## src/common/srbc_map.svh

```systemverilog
`ifndef SRBC_MAP_SVH
`define SRBC_MAP_SVH
// Operation
// - Noise-wait set: count oscillator periods, resample
// - Resample low: drop event, no interrupt/reset
// - Noise-wait clear: report assertion immediately
// - Wait count bits 15:2, reset 0x1FFF
// - Action select 1 resets, 0 interrupts
// - Brown-out raw bit set on every report (immediate hit or confirmed resample)
// - Brown-out interrupt needs mask and action clear
// - Regulator code accepts only listed codes
// - Reset-control writes ignore absent peripherals
// - Control 0: PWM bit 20, watchdog bit 3
// - Control 1: comparators, timers, serial units
// - Control 2: five I/O ports, bits 4:0
// - Raw status read-only, seven event bits
// - Mask bits 6:0 read-write, upper bits zero
// - Masked set raw bit raises interrupt
// - Masked status is raw AND mask
// - Clear write clears masked and raw bit

// ==========================================================
// Register offsets (byte addresses)
`define SRBC_OFF_BCTL   8'h30
`define SRBC_OFF_VCTL   8'h34
`define SRBC_OFF_PRST0  8'h40
`define SRBC_OFF_PRST1  8'h44
`define SRBC_OFF_PRST2  8'h48
`define SRBC_OFF_RAW    8'h50
`define SRBC_OFF_MASK   8'h54
`define SRBC_OFF_CLR    8'h58

// ==========================================================
// Field positions
`define SRBC_NW_BIT     0
`define SRBC_ACT_BIT    1
`define SRBC_BO_BIT     1

// ==========================================================
// Reset values and writable masks
`define SRBC_BCTL_RST   16'h7FFD
`define SRBC_REGULATOR_ADJUST_CODE_RST   6'h00
`define SRBC_RW0_MASK   32'h0010_0008
`define SRBC_RW1_MASK   32'h0707_1113
`define SRBC_RW2_MASK   32'h0000_001F
`define SRBC_EVT_MASK   7'h7F

// ==========================================================
// Regulator code limits
`define SRBC_REGULATOR_ADJUST_CODE_LOMAX 6'h05
`define SRBC_REGULATOR_ADJUST_CODE_HIMIN 6'h1B
`define SRBC_REGULATOR_ADJUST_CODE_HIMAX 6'h1F
`endif

```

## src/common/srbc_pkg.sv

```systemverilog
package srbc_pkg;
  // Brown-out filter states
  typedef enum logic [1:0] {
    SRBC_IDLE,
    SRBC_WAIT,
    SRBC_HOLD
  } srbc_bo_st_t;

  // Brown-out control word as stored
  typedef struct packed {
    logic [13:0] wait_cnt;
    logic        act_sel;
    logic        noise_wait;
  } srbc_bctl_t;

  // Monitor inputs, event order matches raw status
  typedef struct packed {
    logic [6:0] evt;
    logic       osc_tick;
  } srbc_mon_t;
endpackage

```

## src/hw/srbc_top.sv

```systemverilog
`timescale 1ns/1ns
`include "srbc_map.svh"

module srbc_top
  import srbc_pkg::*;
(
  // Clock and reset
  input  wire logic        CLK,
  input  wire logic        SRST,
  // Register port
  input  wire logic [7:0]  ADDR,
  input  wire logic [31:0] WDATA,
  input  wire logic        WR,
  input  wire logic        RD,
  output logic      [31:0] RDATA,
  // Capability words
  input  wire logic [31:0] CAP1,
  input  wire logic [31:0] CAP2,
  input  wire logic [31:0] CAP4,
  // Analog monitors
  input  wire logic        BOD_OUT,
  input  wire logic        OSC_TICK,
  input  wire logic        PLL_LOCK,
  input  wire logic        CUR_LIMIT,
  input  wire logic        INTERNAL_OSCILLATOR_FAULT,
  input  wire logic        MOSC_FAULT,
  input  wire logic        REG_UNREG,
  input  wire logic        PLL_FAULT,
  // Outputs to the system
  output logic             IRQ,
  output logic             BROWNOUT_RESET,
  output logic      [5:0]  REGULATOR_ADJUST_CODE_CODE,
  output logic      [31:0] PRST0,
  output logic      [31:0] PRST1,
  output logic      [31:0] PRST2
);

  // ========================================================
  // Input synchronisers
  srbc_mon_t  mon_pins;
  srbc_mon_t  mon_s1_r;
  srbc_mon_t  mon_s2_r;
  logic       tick_d_r;
  logic       tick;
  logic       bod;

  // Bit 1 carries the detector; its raw bit comes from the filter
  assign mon_pins = '{evt: {PLL_LOCK, CUR_LIMIT, INTERNAL_OSCILLATOR_FAULT,
                            MOSC_FAULT, REG_UNREG, BOD_OUT,
                            PLL_FAULT},
                      osc_tick: OSC_TICK};

  // Two stages before anything looks at a pin
  always_ff @(posedge CLK) begin
    if (SRST) begin
      mon_s1_r <= '0;
      mon_s2_r <= '0;
    end else begin
      mon_s1_r <= mon_pins;
      mon_s2_r <= mon_s1_r;
    end
  end

  // Oscillator edge found on the settled copy only
  always_ff @(posedge CLK) begin
    if (SRST) begin
      tick_d_r <= 1'b0;
    end else begin
      tick_d_r <= mon_s2_r.osc_tick;
    end
  end

  assign tick = mon_s2_r.osc_tick & ~tick_d_r;
  assign bod  = mon_s2_r.evt[`SRBC_BO_BIT];

  // ========================================================
  // Register decode
  logic       wr_bctl;
  logic       wr_vctl;
  logic       wr_p0;
  logic       wr_p1;
  logic       wr_p2;
  logic       wr_mask;
  logic       wr_clr;

  assign wr_bctl = WR && (ADDR == `SRBC_OFF_BCTL);
  assign wr_vctl = WR && (ADDR == `SRBC_OFF_VCTL);
  assign wr_p0   = WR && (ADDR == `SRBC_OFF_PRST0);
  assign wr_p1   = WR && (ADDR == `SRBC_OFF_PRST1);
  assign wr_p2   = WR && (ADDR == `SRBC_OFF_PRST2);
  assign wr_mask = WR && (ADDR == `SRBC_OFF_MASK);
  assign wr_clr  = WR && (ADDR == `SRBC_OFF_CLR);

  // ========================================================
  // Brown-out control word
  srbc_bctl_t bctl_r;

  // Count field, action select and noise wait all writable
  always_ff @(posedge CLK) begin
    if (SRST) begin
      bctl_r <= `SRBC_BCTL_RST;
    end else if (wr_bctl) begin
      bctl_r <= WDATA[15:0];
    end
  end

  // ========================================================
  // Regulator adjust
  logic [5:0] regulator_adjust_code_r;
  logic       regulator_adjust_code_ok;

  // Reserved codes never reach the regulator
  assign regulator_adjust_code_ok = (WDATA[5:0] <= `SRBC_REGULATOR_ADJUST_CODE_LOMAX) ||
                   ((WDATA[5:0] >= `SRBC_REGULATOR_ADJUST_CODE_HIMIN) &&
                    (WDATA[5:0] <= `SRBC_REGULATOR_ADJUST_CODE_HIMAX));

  always_ff @(posedge CLK) begin
    if (SRST) begin
      regulator_adjust_code_r <= `SRBC_REGULATOR_ADJUST_CODE_RST;
    end else if (wr_vctl && regulator_adjust_code_ok) begin
      regulator_adjust_code_r <= WDATA[5:0];
    end
  end

  // ========================================================
  // Peripheral reset controls
  logic [31:0] prst0_r;
  logic [31:0] prst1_r;
  logic [31:0] prst2_r;

  // Absent units keep their bit at zero, whatever is written
  always_ff @(posedge CLK) begin
    if (SRST) begin
      prst0_r <= '0;
    end else if (wr_p0) begin
      prst0_r <= WDATA & CAP1 & `SRBC_RW0_MASK;
    end
  end

  always_ff @(posedge CLK) begin
    if (SRST) begin
      prst1_r <= '0;
    end else if (wr_p1) begin
      prst1_r <= WDATA & CAP2 & `SRBC_RW1_MASK;
    end
  end

  always_ff @(posedge CLK) begin
    if (SRST) begin
      prst2_r <= '0;
    end else if (wr_p2) begin
      prst2_r <= WDATA & CAP4 & `SRBC_RW2_MASK;
    end
  end

  // Reset lines are the stored bits, held while they read 1
  assign PRST0 = prst0_r;
  assign PRST1 = prst1_r;
  assign PRST2 = prst2_r;

  // ========================================================
  // Brown-out filter
  srbc_bo_st_t bo_st_r;
  logic [13:0] bo_cnt_r;
  logic        bo_rpt;
  logic        bo_rpt_r;

  // A report is either an unfiltered hit or a confirmed resample
  assign bo_rpt = (bo_st_r == SRBC_IDLE && bod &&
                   !bctl_r.noise_wait) ||
                  (bo_st_r == SRBC_WAIT && bo_cnt_r == 14'h0000 &&
                   bod);

  always_ff @(posedge CLK) begin
    if (SRST) begin
      bo_st_r <= SRBC_IDLE;
    end else begin
      case (bo_st_r)
        SRBC_IDLE: begin
          if (bod && bctl_r.noise_wait) begin
            bo_st_r <= SRBC_WAIT;
          end else if (bod) begin
            bo_st_r <= SRBC_HOLD;
          end
        end
        SRBC_WAIT: begin
          if (bo_cnt_r == 14'h0000) begin
            // A low resample means noise: back to idle silently
            bo_st_r <= bod ? SRBC_HOLD : SRBC_IDLE;
          end
        end
        SRBC_HOLD: begin
          // Rearm only once the detector has let go
          if (!bod) begin
            bo_st_r <= SRBC_IDLE;
          end
        end
        default: begin
          bo_st_r <= SRBC_IDLE;
        end
      endcase
    end
  end

  // Period counter, loaded on entry and stepped per oscillator edge
  always_ff @(posedge CLK) begin
    if (SRST) begin
      bo_cnt_r <= '0;
    end else if (bo_st_r == SRBC_IDLE) begin
      bo_cnt_r <= bctl_r.wait_cnt;
    end else if (bo_st_r == SRBC_WAIT && tick &&
                 bo_cnt_r != 14'h0000) begin
      bo_cnt_r <= bo_cnt_r - 14'h0001;
    end
  end

  // Report pulse and the reset route
  always_ff @(posedge CLK) begin
    if (SRST) begin
      bo_rpt_r       <= 1'b0;
      BROWNOUT_RESET <= 1'b0;
    end else begin
      bo_rpt_r       <= bo_rpt;
      BROWNOUT_RESET <= bo_rpt && bctl_r.act_sel;
    end
  end

  // ========================================================
  // Event status, mask and interrupt
  logic [6:0] raw_r;
  logic [6:0] mask_r;
  logic [6:0] set_v;
  logic [6:0] clr_v;
  logic [6:0] gate;
  logic [6:0] mstat;

  // Monitors set their bit; the detector bit needs a report
  always_comb begin
    set_v = mon_s2_r.evt;
    set_v[`SRBC_BO_BIT] = bo_rpt;
    clr_v = wr_clr ? WDATA[6:0] : 7'h00;
  end

  // Set beats clear so no event slips through a clear write
  always_ff @(posedge CLK) begin
    if (SRST) begin
      raw_r <= '0;
    end else begin
      raw_r <= (raw_r & ~clr_v) | set_v;
    end
  end

  always_ff @(posedge CLK) begin
    if (SRST) begin
      mask_r <= '0;
    end else if (wr_mask) begin
      mask_r <= WDATA[6:0] & `SRBC_EVT_MASK;
    end
  end

  // Brown-out routed to reset never interrupts
  always_comb begin
    gate = `SRBC_EVT_MASK;
    gate[`SRBC_BO_BIT] = !bctl_r.act_sel;
  end

  assign mstat = raw_r & mask_r;

  always_ff @(posedge CLK) begin
    if (SRST) begin
      IRQ <= 1'b0;
    end else begin
      IRQ <= |(mstat & gate);
    end
  end

  // ========================================================
  // Read port, data in the cycle after the strobe
  always_ff @(posedge CLK) begin
    if (SRST || !RD) begin
      RDATA <= '0;
    end else begin
      case (ADDR)
        `SRBC_OFF_BCTL:  RDATA <= {16'h0000, bctl_r};
        `SRBC_OFF_VCTL:  RDATA <= {26'h0, regulator_adjust_code_r};
        `SRBC_OFF_PRST0: RDATA <= prst0_r;
        `SRBC_OFF_PRST1: RDATA <= prst1_r;
        `SRBC_OFF_PRST2: RDATA <= prst2_r;
        `SRBC_OFF_RAW:   RDATA <= {25'h0, raw_r};
        `SRBC_OFF_MASK:  RDATA <= {25'h0, mask_r};
        `SRBC_OFF_CLR:   RDATA <= {25'h0, mstat};
        default:         RDATA <= '0;
      endcase
    end
  end

  assign REGULATOR_ADJUST_CODE_CODE = regulator_adjust_code_r;
endmodule

```

## config.mk

```make
export PLATFORM = sky130hd
export DESIGN_NAME = srbc_top
export DESIGN_NICKNAME = d
export VERILOG_FILES = /design/src/common/srbc_pkg.sv /design/src/hw/srbc_top.sv
export VERILOG_INCLUDE_DIRS = /design/src /design/src/common
export SDC_FILE = /design/constraint.sdc
export NUM_CORES = 1
export LEC_CHECK = 0
export BUFFER_PORTS_ARGS = -buffer_cell sky130_fd_sc_hd__buf_2
export CORE_MARGIN = 5
export CORE_UTILIZATION = 41
export DETAILED_ROUTE_END_ITERATION = 7
export GPL_ROUTABILITY_DRIVEN = 0
export GPL_TIMING_DRIVEN = 0
export PLACE_DENSITY = 0.83
export SKIP_LAST_GASP = 1
export SLEW_MARGIN = 20
export SYNTH_ARGS = -nofsm -noshare
export SYNTH_HDL_FRONTEND = slang
export SYNTH_SLANG_ARGS = --single-unit
```

## constraint.sdc

```tcl
create_clock -name CLK -period 2.05 [get_ports CLK]
set_clock_uncertainty 0.2 [all_clocks]
set_input_delay 0.205 -clock CLK [delete_from_list [all_inputs] [get_ports CLK]]
set_output_delay 0.205 -clock CLK [all_outputs]
set_load 0.005 [all_outputs]
```

==> results of run 1 <==
[cell usage after synthesis, drive strengths merged, types with 2 or more instances]
master and number:
or3 5, nor4b 4, nor4bb 3, dfxtp 112
a211o 3, a32o 2, nand3 43, or4 7
nand3b 2, o21a 2, a221oi 2, nor3b 5
a31oi 4, and3b 2, nor2b 23, o211ai 3
nand2b 3, a21oi 38, a21o 4, mux2i 7
and3 7, nand4 15, o31ai 4, a32oi 6
o41ai 2, inv 6, and4 3, a311oi 10
nor3 7, nor4 6, and4b 3, a22oi 7
nor2 38, nand2 63, and2 18, clkbuf 26
buf 99, o21ai 12, a211oi 5, nand4bb 2
or2 5, mux2 4
[through the flow]
stage	cell area (um2)	std cells	hold slack, ns	util	power (mW)
6_report	7440	1065	0.00942	0.566	4.70
4_1_cts	7320	1059	0.00280	0.557	4.65
5_1_grt	7440	1065	0.0216	0.566	4.84
2_1_floorplan	5790	721	0.129	-	2.63
3_3_place_gp	6500	996	0.217	0.495	2.76
3_5_place_dp	6500	996	0.220	0.495	2.77
[power by group through the flow]
stage	logic (mW)	clock network (mW)	registers [mW]
finish	0.572	1.86	2.27
global route	0.624	1.94	2.27
CTS	0.534	1.86	2.26
detailed placement	0.458	0	2.31
global placement	0.451	0	2.31
floorplan	0.337	0	2.30
[worst paths after layout]
path / start / end / slack (ns)
setup reg to reg: bo_cnt_r[0] / bo_cnt_r[11] / -0.0006
hold / removal: WDATA[2] / bctl_r[2] / 0.009
hold reg to reg: mon_s2_r[5] / raw_r[4] / 0.23
setup / recovery: bo_cnt_r[0] / bo_cnt_r[11] / -0.0006
[cell families after synthesis]
kind of cell | Yosys count
other | 1
DFF | 112
buffers and inverters | 131
adders and majority gates | 1
muxes | 11
AOI/OAI and AO/OA | 112
and+or+nand+nor | 267
[critical path: stages, from the launching register on]
cell	delay, ns
dfxtp_4	0.38
inv_4	0.04
ha_4	0.16
nor3b_4	0.16
buf_4	0.16
and3_4	0.14
or4_1	0.46
a311oi_1	0.26
[cell type report]
type / instances / area share
inverter: 6 / 0.00336
tap: 176 / 0.0296
timing repair buffer: 152 / 0.135
clock buffer: 12 / 0.0358
sequential: 112 / 0.303
multi-input combinational: 478 / 0.376
buffer: 125 / 0.110
clock inverter: 4 / 0.00689
[layer usage]
metal | global-route usage | part of all wire | up-vias
met5 | 0 | 0 | -
met4 | 0.0708 | 0.023 | 0
met3 | 0.0520 | 0.099 | 44
met2 | 0.345 | 0.48 | 328
met1 | 0.250 | 0.40 | 2458
li1 | - | - | 2575
[what timing repair did]
item / 4_1_cts / 5_1_grt
hold endpoints to repair: 39 / 0
buffers inserted: 2 / 6
endpoints found under the setup margin: 26 / 53
hold buffers: 45 / 0
gates resized for setup: 9 / 23
pin swaps: 3 / 10
[registers in the layout, indices dropped and copies added, names as in the netlist, 5 cells and up]
| name | flops |
|---|---|
| RDATA | 23 |
| bctl_r | 16 |
| bo_cnt_r | 14 |
| PRST1 | 11 |
| mon_s1_r | 8 |
| mask_r | 7 |
| mon_s2_r | 7 |
| raw_r | 7 |
| REGULATOR_ADJUST_CODE_CODE | 6 |
| PRST2 | 5 |
==> flow_metrics.env, run 1 <==
export IMPL_cts_buffer_depth=2
export IMPL_synth_simple_area_share=0.275
export IMPL_drt_pass1_iter_count=5
export IMPL_yosysSeqAreaShare=0.410
export IMPL_grt_max_degree=18
export IMPL_h_tree_depth=3
export IMPL_syn_inst=635
export IMPL_synth_distinct_cells=68
export IMPL_arrival_ns=2.12
export IMPL_rows=42
export IMPL_synth_area_leader_cell="dfxtp_1"
export IMPL_violations="negative setup slack"
export IMPL_setup_viol=1
export IMPL_power_share_sequential=0.483
export IMPL_clock_sinks=112
export IMPL_initial_utilization=0.416
export IMPL_drc=0
export IMPL_switching_share=0.242
export IMPL_rsz0062_at_grt="true"
export IMPL_synthXorXnorAreaFrac=0
export IMPL_num_io_pins=284
export IMPL_die_h_um=125
export IMPL_yosysWarnings=0
export IMPL_drv_slew=0
export IMPL_power_frac_comb=0.122
export IMPL_path_clk_slew_ns=0.07
export IMPL_peakVddDrop_v=0.000437
export IMPL_final_cell_mix="107 x buf_2, 106 x dfxtp_1, 96 x buf_4, 87 x conb_1, 63 x nand2_1"
export IMPL_multi_input_area_mm2=0.00280
export IMPL_mostFrequentLayoutCell="buf_2"
export IMPL_worst_path_max_fanout=5
export IMPL_synth_area_mm2=0.00547
export IMPL_pre_cts_slack_ns=-0.423
export IMPL_clock_latency_ns=0.35
export IMPL_hold_depth=3
export IMPL_dieArea_mm2=0.0157
export IMPL_ant_nets=0
export IMPL_synth_avg_cell_area_um2=8.61
export IMPL_r2r_cells=7
export IMPL_cp_required_ns=2.12
export IMPL_drt_iter0_markers=660
export IMPL_crit_path_end_kind="register"
export IMPL_max_freq_ghz=0.488
export IMPL_synthMuxAreaShare=0.0211
export IMPL_dieWidth_um=125
export IMPL_async_flop_share=0
export IMPL_grt_pass1_wl_um=26500
export IMPL_clkPwrFrac=0.395
export IMPL_synth_area_top_cells="dfxtp_1 41%, buf_4 12%, nand2_1 4.3%, nand3_1 3.8%, a21oi_1 3.5%"
export IMPL_cts_tree="yes"
export IMPL_grtUsageTotal=0.203
export IMPL_outcome="finished, violations left"
export IMPL_p_leak_nw=3.41
export IMPL_fin_crit_sh=1.00
export IMPL_path_class="register to register"
export IMPL_max_slew_margin_rel=0.529
export IMPL_antenna_found_initial=0
export IMPL_synth_compound_area_frac=0.139
export IMPL_synthAdderAreaFrac=0.00229
export IMPL_avgRoutedWirePerCell_um=15.9
export IMPL_synth_enable_flop_cells=0
export IMPL_fin_nets=1033
export IMPL_cellPowerDensity_mw_per_mm2=631
export IMPL_portBuffers=99
export IMPL_cts_root_buf="clkbuf_16"
export IMPL_synth_flop_cell="dfxtp_1"
export IMPL_hold_class="input port to register"
export IMPL_diodes=0
export IMPL_tns_ns=-0.000572
export IMPL_grt_pass1_vias=5315
export IMPL_startpoint_type="register"
export IMPL_fp_coreArea_mm2=0.0131
export IMPL_synth_top_family_by_area="simple AND/OR/NAND/NOR gates"
export IMPL_fillerInstances=1163
export IMPL_dp_hpwl_um=11800
export IMPL_wirelength_um=16900
export IMPL_ys_ff_latch=112
export IMPL_regArea_mm2=0.00225
export IMPL_area_growth_pct=36.1
export IMPL_grt_overflow=0
export IMPL_numCtsBuffers=9
export IMPL_switchingPower_mw=1.14
export IMPL_cap_violations=0
export IMPL_finalHoldViolations=0
export IMPL_synth_top_area_share=0.410
export IMPL_setup_slack_ns=-0.000572
export IMPL_vias_per_cell=5.08
export IMPL_drive_gt1_frac=0.295
export IMPL_period_minus_slack_ns=2.05
export IMPL_p_int_mw=3.56
export IMPL_vias=5405
export IMPL_tightest_slew_ns=0.704
No activity file was read; power rests on OpenSTA's default activity.
==> run 2: changes to the inputs <==
--- a/config.mk
+++ b/config.mk
@@ -12,6 +12,7 @@
 export DETAILED_ROUTE_END_ITERATION = 7
 export GPL_ROUTABILITY_DRIVEN = 0
 export GPL_TIMING_DRIVEN = 0
+export MAX_ROUTING_LAYER = met4
 export PLACE_DENSITY = 0.83
 export SKIP_LAST_GASP = 1
 export SLEW_MARGIN = 20
==> run 2 against run 1 <==
  * The run now ends clean
  * Setup slack improved by 0.0061 ns
  * Sequential share of layout area stayed put
  * Combinational power about the same
  * Sequential power hardly changed
  * Clock-buffer cell count stayed put
  * First-iteration DRC count down 17%
  * Maximum frequency grew 0.30%
  * Final cell count did not move
  * Register-to-register slack about the same
  * Hold slack better by 0.0046 ns
  * Global-route usage grew 0.62 points
  * Critical path type unchanged
  * Critical endpoint unchanged
  * Largest cell class unchanged
  * Largest power group unchanged
==> flow_metrics.env, run 2 (synthesis gave the netlist of run 1 again) <==
export IMPL_outcome="complete, no violations"
export IMPL_initial_utilization=0.416
export IMPL_wirelength_um=17000
export IMPL_drc=0
export IMPL_final_cell_mix="107 x buf_2, 106 x dfxtp_1, 96 x buf_4, 87 x conb_1, 63 x nand2_1"
export IMPL_area_growth_pct=36.1
export IMPL_dieArea_mm2=0.0157
export IMPL_finalNonFillerCells=1065
export IMPL_drt_iter0_markers=551
export IMPL_fp_coreArea_mm2=0.0131
export IMPL_met2RoutedLength_um=8080
export IMPL_grt_pass1_wl_um=26500
export IMPL_crit_path_end_kind="register"
export IMPL_max_freq_ghz=0.489
export IMPL_startpoint_type="register"
export IMPL_path_cells="inv_4 > ha_4 > nor3b_4 > buf_4 > and3_4 > or4_1 > a311oi_1"
export IMPL_diodes=0
export IMPL_max_stage_delay_ns=0.46
export IMPL_ant_nets=0
export IMPL_slowest_stage="or4_1"
export IMPL_cellPowerDensity_mw_per_mm2=631
export IMPL_largest_reg_flops=23
export IMPL_rows=42
export IMPL_peakVddDrop_v=0.000438
export IMPL_vias_per_cell=5.13
export IMPL_switchingPower_mw=1.14
export IMPL_num_io_pins=284
export IMPL_path_clk_slew_ns=0.07
export IMPL_worst_path_max_fanout=5
export IMPL_cts_root_buf="clkbuf_16"
export IMPL_drive_gt1_frac=0.295
export IMPL_cts_tree="yes"
export IMPL_antenna_found_initial=0
export IMPL_finalHoldViolations=0
export IMPL_top_register="RDATA"
export IMPL_hold_class="input port to register"
export IMPL_h_tree_depth=3
export IMPL_cp_required_ns=2.12
export IMPL_die_h_um=125
export IMPL_switching_share=0.243
export IMPL_avgRoutedWirePerCell_um=15.9
export IMPL_rsz0062_at_grt="true"
export IMPL_fin_nets=1033
export IMPL_portBuffers=99
export IMPL_drt_pass1_iter_count=7
export IMPL_dieWidth_um=125
export IMPL_max_slew_margin_rel=0.518
export IMPL_reg_top3="RDATA: 23 flops, bctl_r: 16 flops, bo_cnt_r: 14 flops"
export IMPL_power_frac_comb=0.122
export IMPL_grt_overflow=0
export IMPL_p_leak_nw=3.41
export IMPL_cts_buffer_depth=2
export IMPL_grtUsageTotal=0.210
export IMPL_p_int_mw=3.56
export IMPL_grt_pass1_vias=5322
export IMPL_numCtsBuffers=9
export IMPL_clock_latency_ns=0.35
export IMPL_power_share_sequential=0.483
export IMPL_wl_met1_um=6830
export IMPL_cap_violations=0
export IMPL_setup_viol=0
export IMPL_drv_slew=0
export IMPL_fin_crit_sh=0.997
export IMPL_highest_layer="met4"
export IMPL_tightest_slew_ns=0.721
export IMPL_dp_hpwl_um=11800
export IMPL_grt_max_degree=18
export IMPL_dr_wl_met3_um=1610
export IMPL_p_total_mw=4.70
export IMPL_period_minus_slack_ns=2.04
export IMPL_place_inst=996
export IMPL_arrival_ns=2.11
export IMPL_whs_ns=0.0140
export IMPL_clkPwrFrac=0.395
export IMPL_vias=5464
export IMPL_clock_sinks=112
export IMPL_mostFrequentLayoutCell="buf_2"
export IMPL_path_class="register to register"
-- run 2: cell counts in the layout (fill, tap and decap cells not counted) --
Identical to the previous run, type by type.
-- run 2: worst paths after layout --
path	from	end	slack (ns)	cells after the start
max	bo_cnt_r[0]	bo_cnt_r[11]	0.006	7
min	WDATA[2]	bctl_r[2]	0.01	3
max reg2reg	bo_cnt_r[0]	bo_cnt_r[11]	0.006	7
min reg2reg	mon_s1_r[7]	mon_s2_r[7]	0.23	1
-- run 2: worst max-delay path, delay by kind of cell, from the launching register on --
kind	cells	cell delay [ns]
flip-flops	1	0.38
AO/OA/AOI/OAI	1	0.25
buffers and inverters	2	0.19
adder cells (fa/ha/maj)	1	0.16
AND/OR/NAND/NOR	3	0.76
-- run 2: power groups by stage --
stage / logic (mW) / clock network, mW / registers (mW)
after global routing: 0.624 / 1.94 / 2.27
after CTS: 0.534 / 1.86 / 2.26
after global placement: 0.451 / 0 / 2.31
after floorplan: 0.337 / 0 / 2.30
final: 0.572 / 1.86 / 2.27
after detailed placement: 0.458 / 0 / 2.31
-- run 2: area by class of cell --
class,instances,area (um2)
plain buffers,125,820
clock buffers,12,267
clock inverters,4,51.3
fillers,1163,5700
inverters,6,25.0
multi-input cells,478,2800
flip-flops and latches,112,2250
well taps,176,220
repair buffers,152,1010
-- run 2: stage by stage --
stage                     utilization  area, um2  setup slack (ns)  TNS (ns)
after global placement          0.495       6500            -0.386    -18.53
after floorplan                     -       5790            0.0152         0
after detailed placement        0.495       6500            -0.423    -20.86
after CTS                       0.557       7320           -0.0128   -0.0221
after global routing            0.566       7440           -0.0537    -0.124
final                           0.566       7440           0.00554         0
-- run 2: what timing repair did --
item	4_1_cts	5_1_grt
resized for setup	9	23
setup buffers	2	6
hold buffers	45	0
endpoints found under the hold margin	39	0
pin swaps	3	10
endpoints found under the setup margin	26	53
-- run 2: metal layers --
layer | GRT usage | vias up
met5 | - | -
met4 | 0.0721 | 0
met3 | 0.0499 | 57
met2 | 0.344 | 350
met1 | 0.252 | 2475
li1 | - | 2582
